**src/rtl/scsm_pkg.sv**
```systemverilog
// shared constants and types for the serial controller spi master
package scsm_pkg;

    localparam int unsigned CLK_PERIOD_NS = 50;
    localparam int unsigned CLK_MHZ       = 1000 / CLK_PERIOD_NS;
    localparam int unsigned REF_MHZ       = 12;
    localparam int unsigned MAX_RATE_MBPS = 6;

    localparam logic [4:0] REF_ACC_INC = 5'(REF_MHZ);
    localparam logic [4:0] REF_ACC_MOD = 5'(CLK_MHZ);

    localparam logic [1:0] MODE_SPI     = 2'h2;
    localparam int unsigned FIFO_DEPTH  = 4;
    localparam int unsigned CHAR_BITS   = 8;
    localparam int unsigned EXP_W       = 4;
    localparam int unsigned LIN_W       = 8;
    localparam int unsigned PER_W       = 24;

    localparam logic [2:0] IRQ_TXIDLE = 3'h1;
    localparam logic [2:0] IRQ_TXFREE = 3'h2;
    localparam logic [2:0] IRQ_RXVAL  = 3'h4;

    typedef enum logic [1:0] {
        ST_IDLE = 2'b01,
        ST_XFER = 2'b10
    } scsm_state_t;

    typedef struct packed {
        logic pol;
        logic pha;
        logic ord;
    } scsm_frame_cfg_t;

endpackage

```
**src/rtl/scsm_fifo.sv**
```systemverilog
// small valid/ready character fifo
`timescale 1ns/1ps
`default_nettype none

module scsm_fifo #(
    parameter int unsigned W = 8,
    parameter int unsigned D = 4
) (
    input  wire logic         mclk_i,
    input  wire logic         rst_i,
    input  wire logic [W-1:0] in_data_i,
    input  wire logic         in_valid_i,
    output logic              in_ready_o,
    output logic [W-1:0]      out_data_o,
    output logic              out_valid_o,
    input  wire logic         out_ready_i
);
    localparam int unsigned AW = (D > 1) ? $clog2(D) : 1;
    localparam int unsigned CW = $clog2(D + 1);

    logic [W-1:0]  mem_r [D];
    logic [AW-1:0] wr_r;
    logic [AW-1:0] rd_r;
    logic [CW-1:0] cnt_r;
    logic          push;
    logic          pop;

    assign in_ready_o  = (cnt_r != CW'(D));
    assign out_valid_o = (cnt_r != '0);
    assign out_data_o  = mem_r[rd_r];
    assign push        = in_valid_i & in_ready_o;
    assign pop         = out_valid_o & out_ready_i;

    always_ff @(posedge mclk_i) begin
        if (rst_i) begin
            wr_r  <= '0;
            rd_r  <= '0;
            cnt_r <= '0;
        end else begin
            if (push) begin
                mem_r[wr_r] <= in_data_i;
                wr_r        <= (wr_r == AW'(D - 1)) ? '0 : wr_r + AW'(1);
            end
            if (pop) begin
                rd_r <= (rd_r == AW'(D - 1)) ? '0 : rd_r + AW'(1);
            end
            if (push && !pop) begin
                cnt_r <= cnt_r + CW'(1);
            end else if (pop && !push) begin
                cnt_r <= cnt_r - CW'(1);
            end
        end
    end
endmodule

`default_nettype wire

```
**src/rtl/scsm_master.sv**
```systemverilog
// spi master engine with rate generator, fifos and event outputs
`timescale 1ns/1ps
`default_nettype none

// Notes on behaviour
// - software picks edge or level events; the block honours that choice
// - master starts frames only with mode 2, master select 1 and ack bit 1
// - sclk rate is 12 MHz over (linear+1) times two to the exponent; linear 0 with exponent 0 leaves sclk at its idle level
// - all polarity, phase and order combinations shape each 8-bit frame
// - order 0 shifts msb first, order 1 lsb first, same timing
// - mosi is driven push-pull, shifting out while receiving
// - miso is sampled as input; slave drives it in step with sclk
// - sclk is driven push-pull and paces both data lines
// - transmit and receive characters pass through four-deep fifos
module scsm_master
    import scsm_pkg::*;
#(
    parameter int unsigned DEPTH = FIFO_DEPTH
) (
    input  wire logic                 mclk_i,
    input  wire logic                 rst_i,
    input  wire logic [1:0]           controller_mode_select_i,
    input  wire logic                 master_select_bit_i,
    input  wire logic                 twowire_ack_bit_i,
    input  wire logic [EXP_W-1:0]     rate_exponent_i,
    input  wire logic [LIN_W-1:0]     rate_linear_i,
    input  wire logic                 clock_polarity_bit_i,
    input  wire logic                 clock_phase_bit_i,
    input  wire logic                 bit_order_bit_i,
    input  wire logic                 interrupt_trigger_mode_i,
    input  wire logic [2:0]           second_level_int_enable_i,
    input  wire logic [CHAR_BITS-1:0] tx_data_i,
    input  wire logic                 tx_valid_i,
    output logic                      tx_ready_o,
    output logic [CHAR_BITS-1:0]      rx_data_o,
    output logic                      rx_valid_o,
    input  wire logic                 rx_ready_i,
    input  wire logic                 rx_ovf_clr_i,
    output logic                      rx_ovf_o,
    output logic                      tx_idle_o,
    output logic                      tx_free_o,
    output logic                      irq_o,
    output logic                      sclk_o,
    output logic                      mosi_o,
    input  wire logic                 miso_i
);

    ////////////////////////////////////////////////////////////////////////////
    // fifos

    logic [CHAR_BITS-1:0] txf_data;
    logic                 txf_valid;
    logic                 txf_pop;
    logic                 rxf_ready;
    logic                 rx_push_r;
    logic [CHAR_BITS-1:0] rx_byte_r;

    scsm_fifo #(.W(CHAR_BITS), .D(DEPTH)) u_txf (
        .mclk_i      (mclk_i),
        .rst_i       (rst_i),
        .in_data_i   (tx_data_i),
        .in_valid_i  (tx_valid_i),
        .in_ready_o  (tx_ready_o),
        .out_data_o  (txf_data),
        .out_valid_o (txf_valid),
        .out_ready_i (txf_pop)
    );

    scsm_fifo #(.W(CHAR_BITS), .D(DEPTH)) u_rxf (
        .mclk_i      (mclk_i),
        .rst_i       (rst_i),
        .in_data_i   (rx_byte_r),
        .in_valid_i  (rx_push_r),
        .in_ready_o  (rxf_ready),
        .out_data_o  (rx_data_o),
        .out_valid_o (rx_valid_o),
        .out_ready_i (rx_ready_i)
    );

    ////////////////////////////////////////////////////////////////////////////
    // state

    scsm_state_t          state_r,    state_nxt;
    logic [4:0]           acc_r,      acc_nxt;
    logic [PER_W-1:0]     cnt_r,      cnt_nxt;
    logic                 sclk_r,     sclk_nxt;
    logic                 mosi_r,     mosi_nxt;
    logic [2:0]           idx_r,      idx_nxt;
    logic [CHAR_BITS-1:0] tx_byte_r,  tx_byte_nxt;
    logic [CHAR_BITS-1:0] rx_byte_nxt;
    logic                 rx_push_nxt;
    scsm_frame_cfg_t      cfg_r,      cfg_nxt;
    logic                 ovf_r,      ovf_nxt;
    logic [2:0]           lvl_r,      lvl_nxt;
    logic                 irq_r,      irq_nxt;
    logic                 idle_r,     idle_nxt;
    logic                 free_r,     free_nxt;

    logic                 enabled;
    logic                 ref_tick;
    logic [PER_W-1:0]     period;
    logic [PER_W-1:0]     half;
    logic                 lead;
    logic                 trail;
    logic [2:0]           ev;

    function automatic logic pick_bit(input logic [CHAR_BITS-1:0] b, input logic [2:0] i,
                                      input logic ord);
        pick_bit = ord ? b[i] : b[3'h7 - i];
    endfunction

    assign enabled = (controller_mode_select_i == MODE_SPI) && master_select_bit_i
                     && twowire_ack_bit_i;
    assign period  = PER_W'(({16'h0, rate_linear_i} + 24'h1) << rate_exponent_i);
    assign half    = (period > 24'h1) ? (period >> 1) : 24'h1;
    assign txf_pop = (state_r == ST_IDLE) && enabled && txf_valid;

    always_comb begin
        state_nxt   = state_r;
        acc_nxt     = acc_r;
        cnt_nxt     = cnt_r;
        sclk_nxt    = sclk_r;
        mosi_nxt    = mosi_r;
        idx_nxt     = idx_r;
        tx_byte_nxt = tx_byte_r;
        rx_byte_nxt = rx_byte_r;
        rx_push_nxt = 1'b0;
        cfg_nxt     = cfg_r;
        ref_tick    = 1'b0;
        lead        = 1'b0;
        trail       = 1'b0;
        // 12 MHz tick from the 20 MHz clock by fractional accumulation
        if (acc_r + REF_ACC_INC >= REF_ACC_MOD) begin
            acc_nxt  = acc_r + REF_ACC_INC - REF_ACC_MOD;
            ref_tick = 1'b1;
        end else begin
            acc_nxt = acc_r + REF_ACC_INC;
        end
        case (state_r)
            ST_IDLE: begin
                sclk_nxt = clock_polarity_bit_i;
                cnt_nxt  = '0;
                if (txf_pop) begin
                    cfg_nxt     = '{pol: clock_polarity_bit_i, pha: clock_phase_bit_i,
                                    ord: bit_order_bit_i};
                    tx_byte_nxt = txf_data;
                    idx_nxt     = 3'h0;
                    mosi_nxt    = pick_bit(txf_data, 3'h0, bit_order_bit_i);
                    state_nxt   = ST_XFER;
                end
            end
            ST_XFER: begin
                if (ref_tick) begin
                    if (cnt_r == half - 24'h1) begin
                        lead = 1'b1;
                    end
                    if (cnt_r >= period - 24'h1) begin
                        trail   = 1'b1;
                        cnt_nxt = '0;
                    end else begin
                        cnt_nxt = cnt_r + 24'h1;
                    end
                end
                if (lead) begin
                    sclk_nxt = ~cfg_r.pol;
                    if (!cfg_r.pha) begin
                        rx_byte_nxt[cfg_r.ord ? idx_r : 3'h7 - idx_r] = miso_i;
                    end else if (idx_r != 3'h0) begin
                        mosi_nxt = pick_bit(tx_byte_r, idx_r, cfg_r.ord);
                    end
                end
                if (trail) begin
                    sclk_nxt = cfg_r.pol;
                    if (cfg_r.pha) begin
                        rx_byte_nxt[cfg_r.ord ? idx_r : 3'h7 - idx_r] = miso_i;
                    end
                    if (idx_r == 3'h7) begin
                        rx_push_nxt = 1'b1;
                        state_nxt   = ST_IDLE;
                    end else begin
                        idx_nxt = idx_r + 3'h1;
                        if (!cfg_r.pha) begin
                            mosi_nxt = pick_bit(tx_byte_r, idx_r + 3'h1, cfg_r.ord);
                        end
                    end
                end
            end
            default: begin
                state_nxt = ST_IDLE;
            end
        endcase
    end

    ////////////////////////////////////////////////////////////////////////////
    // status and events

    always_comb begin
        ovf_nxt  = ovf_r;
        if (rx_ovf_clr_i) begin
            ovf_nxt = 1'b0;
        end
        if (rx_push_r && !rxf_ready) begin
            ovf_nxt = 1'b1;
        end
        idle_nxt = !txf_valid && (state_r == ST_IDLE);
        free_nxt = tx_ready_o;
        lvl_nxt  = {rx_valid_o, free_r, idle_r};
        ev       = interrupt_trigger_mode_i ? (lvl_nxt & ~lvl_r) : lvl_nxt;
        irq_nxt  = |(ev & second_level_int_enable_i);
    end

    always_ff @(posedge mclk_i) begin
        if (rst_i) begin
            state_r   <= ST_IDLE;
            acc_r     <= '0;
            cnt_r     <= '0;
            sclk_r    <= 1'b0;
            mosi_r    <= 1'b0;
            idx_r     <= '0;
            tx_byte_r <= '0;
            rx_byte_r <= '0;
            rx_push_r <= 1'b0;
            cfg_r     <= '0;
            ovf_r     <= 1'b0;
            lvl_r     <= 3'h3;
            irq_r     <= 1'b0;
            idle_r    <= 1'b1;
            free_r    <= 1'b1;
        end else begin
            state_r   <= state_nxt;
            acc_r     <= acc_nxt;
            cnt_r     <= cnt_nxt;
            sclk_r    <= sclk_nxt;
            mosi_r    <= mosi_nxt;
            idx_r     <= idx_nxt;
            tx_byte_r <= tx_byte_nxt;
            rx_byte_r <= rx_byte_nxt;
            rx_push_r <= rx_push_nxt;
            cfg_r     <= cfg_nxt;
            ovf_r     <= ovf_nxt;
            lvl_r     <= lvl_nxt;
            irq_r     <= irq_nxt;
            idle_r    <= idle_nxt;
            free_r    <= free_nxt;
        end
    end

    assign sclk_o    = sclk_r;
    assign mosi_o    = mosi_r;
    assign rx_ovf_o  = ovf_r;
    assign tx_idle_o = idle_r;
    assign tx_free_o = free_r;
    assign irq_o     = irq_r;

endmodule

`default_nettype wire

```
**config.mk**
```make
export PLATFORM = sky130hd
export DESIGN_NAME = scsm_master
export DESIGN_NICKNAME = d
export VERILOG_FILES = /design/src/rtl/scsm_pkg.sv /design/src/rtl/scsm_fifo.sv /design/src/rtl/scsm_master.sv
export SDC_FILE = /design/constraint.sdc
export NUM_CORES = 1
export LEC_CHECK = 0
export BUFFER_PORTS_ARGS = -buffer_cell sky130_fd_sc_hd__buf_2
export CAP_MARGIN = 20
export CORE_AREA = 2 2 205 207
export CTS_BUF_LIST = sky130_fd_sc_hd__clkbuf_4 sky130_fd_sc_hd__clkbuf_8
export DETAILED_ROUTE_END_ITERATION = 8
export DIE_AREA = 0 0 207 209
export PLACE_DENSITY = 0.4
export SLEW_MARGIN = 40
export SYNTH_ARGS = -nofsm -noshare
export SYNTH_HDL_FRONTEND = slang
export SYNTH_HIERARCHICAL = 1
export SYNTH_SLANG_ARGS = --single-unit
```
**constraint.sdc**
```tcl
create_clock -name mclk_i -period 6.1 [get_ports mclk_i]
set_input_delay 0.915 -clock mclk_i [delete_from_list [all_inputs] [get_ports mclk_i]]
set_output_delay 0.915 -clock mclk_i [all_outputs]
set_load 0.1 [all_outputs]
```
==> results of run 1 <==
[sequential cells by signal (all words and copies together) (netlist names), 2 cells and up, named ones only]
| register | cells |
|---|---|
| u_rxf/wr_r | 2 |
| state_r | 2 |
| cfg_r | 3 |
| u_rxf/rd_r | 2 |
| tx_byte_r | 8 |
| u_txf/wr_r | 2 |
| cnt_r | 24 |
| idx_r | 3 |
| u_txf/rd_r | 2 |
| u_txf/cnt_r | 3 |
| rx_byte_r | 8 |
| acc_r | 3 |
| u_txf/mem_r | 32 |
| u_rxf/mem_r | 32 |
| u_rxf/cnt_r | 3 |
| lvl_r | 3 |
[final cells by class]
type	count	area share, %
clock inverter	14	1.351
timing repair buffer	138	8.150
clock buffer	18	2.086
sequential	143	30.27
tap	539	5.826
multi-input combinational	822	51.28
inverter	32	1.038
[kinds of logic (layout without fill, tap and decap cells)]
logic type | after synthesis | in the layout | synth area share [%]
buffers and inverters | 85 | 202 | 3.613
flip-flops | 143 | 143 | 36.00
AND/OR/NAND/NOR | 417 | 417 | 22.81
multiplexers | 54 | 54 | 8.987
adder cells (fa/ha/maj) | 49 | 49 | 6.454
AO/OA/AOI/OAI | 253 | 253 | 17.73
XOR/XNOR | 49 | 49 | 4.410
[where the power goes]
part / internal (mW) / switching, mW
sequential: 1.03 / 0.0283
clock: 0.377 / 0.413
combinational: 0.226 / 0.362
[through the flow]
stage / setup TNS [ns] / std cells
final: 0 / 1706
after global routing: 0 / 1706
after CTS: 0 / 1706
after detailed placement: -1.965 / 1674
after global placement: -2.070 / 1674
after floorplan: 0 / 1050
[per-layer routing]
metal	wire (um)	vias to the layer above	share of wire [%]
met5	7	-	0.025
met4	677	2	2.4
met3	616	41	2.2
met2	13160	108	46
met1	13870	3865	49
li1	-	4134	-
[critical path, delay by kind of cell]
| family | cells | cell delay (ns) |
|---|---|---|
| xor+xnor | 1 | 0.10 |
| fa+ha+maj | 2 | 0.58 |
| mux | 1 | 0.15 |
| simple gates | 10 | 1.97 |
| compound gates | 8 | 1.40 |
| buf+inv | 5 | 0.81 |
[worst max-delay path by stage]
| stage | end | slack [ns] | depth (start not counted) |
|---|---|---|---|
| global route | idx_r[1] | 0.05 | 28 |
| CTS | rx_byte_r[0] | 0.33 | 27 |
| finish | mosi_o | 0.51 | 27 |
| floorplan | rx_byte_r[2] | 0.40 | 25 |
| detailed placement | idx_r[1] | -0.19 | 28 |
| global placement | idx_r[1] | -0.21 | 28 |
[cell usage after synthesis (all sizes together), types with 12 or more instances]
library cell	count
nor2	121
dfxtp	79
a21oi	74
nand2	73
edfxtp	64
o21ai	53
ha	47
clkbuf	34
nand3	32
inv	31
xnor2	27
mux4	26
and3	25
mux2i	24
nand3b	22
xor2	22
a21o	19
buf	19
nor3	19
nor3b	19
nand2b	18
or3	16
nor2b	13
a221o	12
==> key figures, run 1 <==
Worst setup path
  – Crit end category: flip-flop
  – R2R setup slack: 2.36 ns
  – Critical path startpoint: rate_linear_i[0]
  – Crit path kind: in2reg
  – Slowest CP cell: or4_1
  – Required @ worst endpoint: 6.45 ns
  – Worst r2r src: cnt_r[0]
  – Reg2reg end: idx_r[1]
  – Most frequent CP cell: buf_4
  – Critical path peak fanout: 7
  – Worst Reg-to-Reg Cells: 16
  – Slowest stage delay, CP: 0.46 ns
  – Worst Setup Start Kind: input pin
  – Critical Path AT: 5.94 ns

Synthesis
  – Syn Inst Count: 1050
  – Async SR Flop Fraction: 0%
  – Yosys reg bits: 143
  – Synth warnings: 6
  – Yosys top cell by area: edfxtp_1
  – Average instance area after synthesis: 9.268 um^2
  – Register area share after synthesis: 36.00%
  – Yosys top cell area share: 19.75%
  – Library cells used by synthesis: 91
  – Mapped Nets: 1136
  – Post-synth EDFFs: 64
  – Top post-synthesis cells by area: edfxtp_1, dfxtp_1, ha_1
  – Dominant synthesized flop cell: dfxtp_1
  – Mapped cell area: 9732 um^2

Clocking
  – Clock sink total: 143
  – CTS Buffer Depth: 2
  – CTS tree: built
  – Clock Latency Late Sink: 0.48 ns
  – H-tree Lvls: 4
  – Clk root buf: clkbuf_8
  – Num CTS Buffers: 17
  – Cts hold-fix bufs: 0
  – Resized Gates After CTS: 0
  – Worst-path clk slew: 0.09 ns
  – # Post-CTS Setup Buffers: 0

Global route
  – GRT Total Usage: 13.20%
  – Busiest grt layer: met2
  – Grt met1 use: 17.85%
  – Antenna violations before repair: 1
  – Aggregate global routing overflow: 0
  – Number of global-route vias before repair: 8240
  – Global Route met2 Usage: 21.47%
  – Met3 Usage GRT: 2.044%
  – Global-route wire length before repair: 45940 um
  – Largest net degree at the start of global routing: 58

Finish
  – Layout cells sized above 1: 21.77%
  – Fin area: 11570 um^2
  – Register area: 3503 um^2
  – Area grow syn2layout: 18.94%
  – Commonest non-fill, non-tap cell in the layout: nor2_1
  – Final net count: 1240
  – Most frequent cells in the layout: nor2_1, buf_4, dfxtp_1
  – Layout Utilization: 28.03%
  – Fill count: 4473
  – Antenna diode count: 0
  – Multi-input logic area: 5936 um^2

Job
  – Max-cap violations: 0

Route
  – Drt drc: 0
  – Final antenna-violating net count: 0
  – Drt total wl: 28330 um
  – First-pass DRT Iterations: 4
  – Drt first-iter violations: 532
  – Via-per-instance ratio: 4.777
  – Total number of vias: 8150
  – WL/cell: 16.60 um

Floorplan
  – Die X: 207 um
  – Core ar.: 41290 um^2
  – Boundary Pins: 53
  – Die Ht: 209 um
  – Starting density of the core: 23.57%
  – Core Rows: 75
  – Full die area: 43260 um^2

Timing
  – Worst hold margin: 0.4720 ns
  – Fin. Hold Viols: 0
  – Slew @ Worst Pin: 0.7847 ns
  – Slew margin rel.: 47.46%
  – Fin worst setup slack: 0.5102 ns
  – Slew Viols, Final: 0
  – Final Skew: 0.02864 ns
  – Tmin final: 5.590 ns
  – Peak Freq: 178.9 MHz
  – Final setup viols: 0
  – Part of the cycle the worst path needs: 91.64%
  – RSZ-0062 raised after global routing: false

Placed design
  – Place WS: -0.1932 ns
  – DP HPWL: 21730 um
  – Port Buffers: 52
  – Final RePlAce weighted congestion: 0.8235
  – Placed cell area: 11140 um^2

Status
  – Run status: finished clean

Power
  – PwrDens: 210.7 nW/um^2
  – Final Power: 2.438 mW
  – Peak VDD IR: 135.6 uV
  – Lkg Pwr: 4.503 nW

Worst hold path
  – Hold depth: 2
  – Worst hold endpoint: rx_ovf_o
  – Worst hold start: rx_ovf_o
  – Hold Crit Class: reg2reg
Note: power is estimated with default switching activity, not from simulation.
==> run 2, diff against run 1 <==
- CORE_AREA: 2 2 205 207 -> 2 2 143 145
- DIE_AREA: 0 0 207 209 -> 0 0 145 147
- PLACE_DENSITY: 0.4 -> 0.69
==> run 2 against run 1 <==
Effect of this change:
- critical path depth is the same
- worst hold slack gained 0.013 ns
- final area shrank 4.3%
- largest power group unchanged
- via count grew 1.6%
- clock-buffer cell count grew 1
- combinational power shrank 3.9%
- setup slack lost 0.025 ns
- core utilization grew 28 points
- critical endpoint is now rx_byte_r[4]
- clock power shrank 7.5%
- first-iteration DRC count grew 3.6%
- sequential power is essentially flat
- global-route usage grew 9.3 points
==> key figures, run 2 (synthesized netlist as in run 1, its figures left out) <==
Status
  – Run status: finished clean (unchanged)

Timing
  – Slew margin rel.: 50.59% (was 47.46%)
  – Final Skew: 0.02129 ns (was 0.02864 ns)
  – Slew @ Worst Pin: 0.7401 ns (was 0.7847 ns)
  – Slew Viols, Final: 0 (unchanged)
  – Fin worst setup slack: 0.4847 ns (was 0.5102 ns)
  – Final setup viols: 0 (unchanged)
  – Part of the cycle the worst path needs: 92.05% (was 91.64%)
  – TNS Setup: 0 ns (unchanged)
  – RSZ-0062 raised after global routing: false (unchanged)
  – Peak Freq: 178.1 MHz (was 178.9 MHz)
  – Tmin final: 5.615 ns (was 5.590 ns)
  – Fin. Hold Viols: 0 (unchanged)

Finish
  – Register area: 3503 um^2 (unchanged)
  – Antenna diode count: 0 (unchanged)
  – Fin area: 11080 um^2 (was 11570 um^2)
  – Most frequent cells in the layout: nor2_1, dfxtp_1, a21oi_1, buf_4, nand2_1 (was nor2_1, buf_4, dfxtp_1)
  – Layout cells sized above 1: 20.57% (was 21.77%)
  – Area grow syn2layout: 13.81% (was 18.94%)
  – Commonest non-fill, non-tap cell in the layout: nor2_1 (unchanged)
  – Fin cells: 1427 (was 1706)
  – Fill count: 1770 (was 4473)
  – Final net count: 1230 (was 1240)
  – Largest regs: u_rxf/mem_r (32), u_txf/mem_r (32), cnt_r (24) (unchanged)
  – Multi-input logic area: 5887 um^2 (was 5936 um^2)

Global route
  – GRT Total Usage: 22.52% (was 13.20%)
  – Antenna violations before repair: 0 (was 1)
  – Number of global-route vias before repair: 8039 (was 8240)
  – Aggregate global routing overflow: 0 (unchanged)
  – Largest net degree at the start of global routing: 88 (was 58)
  – Global-route wire length before repair: 39530 um (was 45940 um)

Worst setup path
  – R2R setup slack: 2.31 ns (was 2.36 ns)
  – Slowest CP cell: o41ai_2 (was or4_1)
  – Bufs and invs on worst path: 4 (was 5)
  – WP depth: 27 (unchanged)
  – Critical path startpoint: rate_linear_i[0] (unchanged)
  – Required @ worst endpoint: 6.44 ns (was 6.45 ns)
  – Worst setup endpoint: rx_byte_r[4] (was mosi_o)
  – Most frequent CP cell: a21o_1 (was buf_4)
  – Critical Path AT: 5.96 ns (was 5.94 ns)
  – Worst Setup Start Kind: input pin (unchanged)
  – Worst Reg-to-Reg Cells: 16 (unchanged)
  – Crit path kind: in2reg (unchanged)
  – Worst r2r src: cnt_r[0] (unchanged)
  – CP delay by family, top: compound AO/OA/AOI/OAI gates (was simple AND/OR/NAND/NOR gates)
  – Slowest stage delay, CP: 0.34 ns (was 0.46 ns)
  – Crit end category: flip-flop (unchanged)
  – Critical path peak fanout: 8 (was 7)
  – Reg2reg end: rx_byte_r[4] (was idx_r[1])

Placed design
  – Placed cell area: 10690 um^2 (was 11140 um^2)
  – Port Buffers: 52 (unchanged)
  – DP HPWL: 17580 um (was 21730 um)
  – Final RePlAce weighted congestion: 0.9989 (was 0.8235)
  – Placed cells: 1395 (was 1674)
  – Place WS: 0.03815 ns (was -0.1932 ns)

Route
  – WL/cell: 16.43 um (was 16.60 um)
  – Via-per-instance ratio: 5.802 (was 4.777)
  – Final antenna-violating net count: 0 (unchanged)
  – Total number of vias: 8279 (was 8150)
  – First-pass DRT Iterations: 5 (was 4)
  – Drt drc: 0 (unchanged)
  – Drt total wl: 23450 um (was 28330 um)
  – Drt first-iter violations: 551 (was 532)

Clocking
  – H-tree Lvls: 4 (unchanged)
  – Clock sink total: 143 (unchanged)
  – CTS Buffer Depth: 2 (unchanged)
  – Clock Latency Late Sink: 0.46 ns (was 0.48 ns)
  – CTS tree: built (unchanged)
  – Num CTS Buffers: 17 (unchanged)
  – Clk root buf: clkbuf_8 (unchanged)
  – # Post-CTS Setup Buffers: 0 (unchanged)
  – Worst-path clk slew: 0.09 ns (about the same)
  – Cts hold-fix bufs: 0 (unchanged)

Floorplan
  – Die X: 145 um (was 207 um)
  – Starting density of the core: 49.04% (was 23.57%)
  – Core Rows: 52 (was 75)
  – Boundary Pins: 53 (unchanged)
  – Full die area: 21320 um^2 (was 43260 um^2)
  – Core ar.: 19840 um^2 (was 41290 um^2)
  – Die Ht: 147 um (was 209 um)

Power
  – PwrDens: 212.6 nW/um^2 (was 210.7 nW/um^2)
  – Peak VDD IR: 172.8 uV (was 135.6 uV)
  – Lkg Pwr: 4.429 nW (was 4.503 nW)

Worst hold path
  – Hold Crit Class: reg2reg (unchanged)

Job
  – Max-cap violations: 0 (unchanged)
==> run 2: cell types whose count changed in the layout (fill, tap and decap cells not counted), moves of 2 or more <==
| cell | change |
|---|---|
| buf_4 | -9 |
| clkbuf_8 | +2 |
| inv_8 | +2 |
| buf_12 | -2 |
| nor3b_1 | +2 |
| inv_4 | -3 |
| bufinv_16 | -2 |
==> run 2: cell type report <==
| cell class | instances | area share, % |
|---|---|---|
| well taps | 270 | 3.050 |
| clock inverters | 13 | 1.073 |
| flip-flops and latches | 143 | 31.63 |
| clock buffers | 19 | 2.361 |
| multi-input cells | 822 | 53.15 |
| repair buffers | 128 | 7.648 |
| inverters | 32 | 1.085 |
==> run 2: stage by stage <==
| stage | hold slack (ns) | utilization, % | power, mW |
|---|---|---|---|
| 3_5_place_dp | 0.4648 | 53.85 | 1.638 |
| 2_1_floorplan | 0.4612 | - | 1.467 |
| 5_1_grt | 0.5136 | 55.81 | 2.469 |
| 4_1_cts | 0.4897 | 55.77 | 2.368 |
| 3_3_place_gp | 0.4560 | 53.85 | 1.631 |
| 6_report | 0.4851 | 55.81 | 2.355 |
==> run 2: worst min-delay path by stage <==
stage	from	slack, ns	endpoint	depth (start not counted)
2_1_floorplan	rx_byte_r[0]	0.46	u_rxf/mem_r[0][0]	0
3_3_place_gp	tx_free_o	0.46	lvl_r[1]	1
3_5_place_dp	tx_free_o	0.46	lvl_r[1]	1
4_1_cts	tx_free_o	0.49	lvl_r[1]	1
5_1_grt	tx_free_o	0.51	lvl_r[1]	1
6_report	tx_free_o	0.49	lvl_r[1]	1
==> run 2: worst register-to-register path, cell delays in order (launching register included) <==
cell and delay, ns:
dfxtp_1 0.44, inv_1 0.12, ha_1 0.29, nand2b_1 0.13, a21o_1 0.17, a21o_1 0.17
a21o_1 0.17, a21o_1 0.17, a21o_1 0.17, a211oi_1 0.32, o41ai_1 0.15, buf_4 0.15
a211oi_1 0.29, nor2_1 0.14, and4b_1 0.20, a31o_4 0.24, a221o_1 0.32
==> run 2: metal layers <==
metal	up-vias	global-route usage [%]	share of wire, %
met5	-	0	0
met4	0	7.822	2.7
met3	42	4.068	4.1
met2	205	37.21	46
met1	3915	29.92	47
li1	4117	-	-
==> run 2: what timing repair did <==
item / CTS / global route
resized for setup: 0 / 1
endpoints found under the hold margin: 0 / 0
setup endpoints to repair: 0 / 8
==> run 2: where the power goes <==
group          internal [mW]  switching [mW]
sequential              1.03          0.0272
clock                  0.320           0.411
combinational          0.220           0.346
total                   1.57           0.784
==> run 3, diff against run 2 <==
- clock period: 6.1 -> 6 ns (I/O delays scaled with it)
==> run 3 against run 2 <==
Effect of this change:
- final area up 0.42%
- wire length down 0.65%
- clock power about the same
- die area unchanged
- final cell count up 0.42%
- critical endpoint is now rx_byte_r[6]
==> key figures, run 3 (synthesized netlist as in run 1, its figures left out) <==
Status
  – Run status: finished clean (unchanged)

Timing
  – RSZ-0062 raised after global routing: false (unchanged)
  – Slew margin rel.: 51.15% (was 50.59%)
  – Final Skew: 0.01693 ns (was 0.02129 ns)
  – TNS Setup: 0 ns (unchanged)
  – Tmin final: 5.601 ns
  – Slew @ Worst Pin: 0.7317 ns (was 0.7401 ns)
  – Worst hold margin: 0.4765 ns (was 0.4851 ns)
  – Part of the cycle the worst path needs: 93.35%
  – Fin worst setup slack: 0.3992 ns (was 0.4847 ns)
  – Peak Freq: 178.5 MHz
  – Slew Viols, Final: 0 (unchanged)
  – Fin. Hold Viols: 0 (unchanged)
  – Final setup viols: 0 (unchanged)

Power
  – Part of the power in registers: 45.0% (about the same)
  – Lkg Pwr: 4.457 nW (was 4.429 nW)
  – Final Power: 2.391 mW (was 2.355 mW)
  – Clock Power Share: 30.7% (was 31.0%)
  – PwrDens: 215.0 nW/um^2 (was 212.6 nW/um^2)
  – Peak VDD IR: 195.0 uV (was 172.8 uV)
  – Switching share of power: 33.75% (was 33.28%)
  – NetSw: 0.8070 mW (was 0.7836 mW)
  – Internal Pwr Total: 1.584 mW (was 1.571 mW)
  – Gate power share: 24.3% (was 24.0%)

Route
  – DRT met1 WL: 10820 um (was 10960 um)
  – WL/cell: 16.26 um (was 16.43 um)
  – Drt drc: 0 (unchanged)
  – Total number of vias: 8344 (was 8279)
  – Final antenna-violating net count: 0 (unchanged)
  – Met3 WL: 1036 um (was 967 um)
  – Wire length on met2: 10580 um (was 10880 um)
  – Drt first-iter violations: 615 (was 551)
  – Drt total wl: 23290 um (was 23450 um)
  – First-pass DRT Iterations: 5 (unchanged)
  – Via-per-instance ratio: 5.823 (was 5.802)
  – Uppermost layer routed: met4 (unchanged)

Finish
  – Layout cells sized above 1: 21.08% (was 20.57%)
  – Fill count: 1726 (was 1770)
  – Fin cells: 1433 (was 1427)
  – Register area: 3503 um^2 (unchanged)
  – Final net count: 1235 (was 1230)
  – Commonest non-fill, non-tap cell in the layout: nor2_1 (unchanged)
  – Largest regs: u_rxf/mem_r (32), u_txf/mem_r (32), cnt_r (24) (unchanged)
  – Area grow syn2layout: 14.28% (was 13.81%)
  – Multi-input logic area: 5898 um^2 (was 5887 um^2)
  – Most frequent cells in the layout: nor2_1, dfxtp_1, buf_4 (was nor2_1, dfxtp_1, a21oi_1, buf_4, nand2_1)

Global route
  – Largest net degree at the start of global routing: 87 (was 88)
  – Antenna violations before repair: 1 (was 0)
  – GRT Total Usage: 22.30% (was 22.52%)
  – Number of global-route vias before repair: 7919 (was 8039)
  – Aggregate global routing overflow: 0 (unchanged)
  – Global-route wire length before repair: 39140 um (was 39530 um)

Floorplan
  – Starting density of the core: 49.04% (unchanged)
  – Full die area: 21320 um^2 (unchanged)
  – Core ar.: 19840 um^2 (unchanged)
  – Core Rows: 52 (unchanged)
  – Die X: 145 um (unchanged)
  – Boundary Pins: 53 (unchanged)
  – Die Ht: 147 um (unchanged)

Clocking
  – Clk root buf: clkbuf_8 (unchanged)
  – Clock sink total: 143 (unchanged)
  – CTS tree: built (unchanged)
  – # Post-CTS Setup Buffers: 0 (unchanged)
  – H-tree Lvls: 4 (unchanged)
  – Clock Latency Late Sink: 0.46 ns (about the same)
  – Num CTS Buffers: 17 (unchanged)
  – CTS Buffer Depth: 2 (unchanged)
  – Worst-path clk slew: 0.09 ns (about the same)

Worst setup path
  – Crit path kind: in2reg (unchanged)
  – Worst Setup Start Kind: input pin (unchanged)
  – CP delay by family, top: compound AO/OA/AOI/OAI gates (unchanged)
  – Slowest stage delay, CP: 0.38 ns (was 0.34 ns)
  – Slowest CP cell: or3_1 (was o41ai_2)
  – Bufs and invs on worst path: 3 (was 4)
  – Most frequent CP cell: a21o_1 (unchanged)
  – Required @ worst endpoint: 6.34 ns (was 6.44 ns)
  – Critical Path AT: 5.94 ns (was 5.96 ns)
  – Crit end category: flip-flop (unchanged)
  – Critical path peak fanout: 10 (was 8)

Placed design
  – Port Buffers: 52 (unchanged)
  – Placed cells: 1400 (was 1395)
  – Final RePlAce weighted congestion: 0.9941 (was 0.9989)
  – Place WS: -0.08849 ns (was 0.03815 ns)
  – DP HPWL: 17460 um (was 17580 um)

Worst hold path
  – Hold Crit Class: reg2reg (unchanged)

Job
  – Max-cap violations: 0 (unchanged)
## run 3: changes by cell type in the layout (fill, tap and decap cells not counted), sizes merged
cell,previous run,this run
buf,128,133
clkbuf,19,17
clkinv,5,6
clkinvlp,1,0
diode,0,1
inv,39,41
## run 3: worst min-delay path, stage by stage, from the launching register on
cell      delay [ns]
dfxtp_1         0.32
nand2b_1        0.06
a21oi_1         0.05
## run 3: area by class of cell
cell class / count / area share [%]
diodes: 1 / 0.02250
multi-input cells: 822 / 53.03
repair buffers: 133 / 7.954
well taps: 270 / 3.037
clock buffers: 17 / 2.104
flip-flops and latches: 143 / 31.50
inverters: 32 / 1.080
clock inverters: 15 / 1.271
## run 3: timing repair
item,CTS,global route
hold buffers,0,0
setup endpoints to repair,0,8
resized for setup,0,3
endpoints found under the hold margin,0,0
## run 3: worst paths after layout
| check | slack [ns] | depth (start not counted) | from | end |
|---|---|---|---|---|
| setup / recovery | 0.40 | 26 | rate_linear_i[0] | rx_byte_r[6] |
| hold / removal | 0.48 | 2 | rx_ovf_o | rx_ovf_o |
| setup reg to reg | 2.20 | 16 | cnt_r[0] | rx_byte_r[6] |
| hold reg to reg | 0.48 | 2 | rx_ovf_o | rx_ovf_o |
## run 3: power by group through the flow
stage | sequential (mW) | clock, mW | combinational, mW
finish | 1.08 | 0.734 | 0.581
global route | 1.08 | 0.793 | 0.638
CTS | 1.08 | 0.755 | 0.572
detailed placement | 1.10 | 0 | 0.569
global placement | 1.10 | 0 | 0.563
floorplan | 1.13 | 0 | 0.365
## run 3: per-stage QoR
stage / util [%] / cell area [um^2]
after floorplan: - / 9732
after global placement: 54.04 / 10720
after detailed placement: 54.07 / 10730
after CTS: 55.96 / 11100
after global routing: 56.03 / 11120
final: 56.05 / 11120
## run 3: layer usage
layer	GRT usage [%]	vias to the layer above
met2	35.60	270
met5	0	-
li1	-	4118
met3	4.037	66
met4	10.15	0
met1	29.71	3890
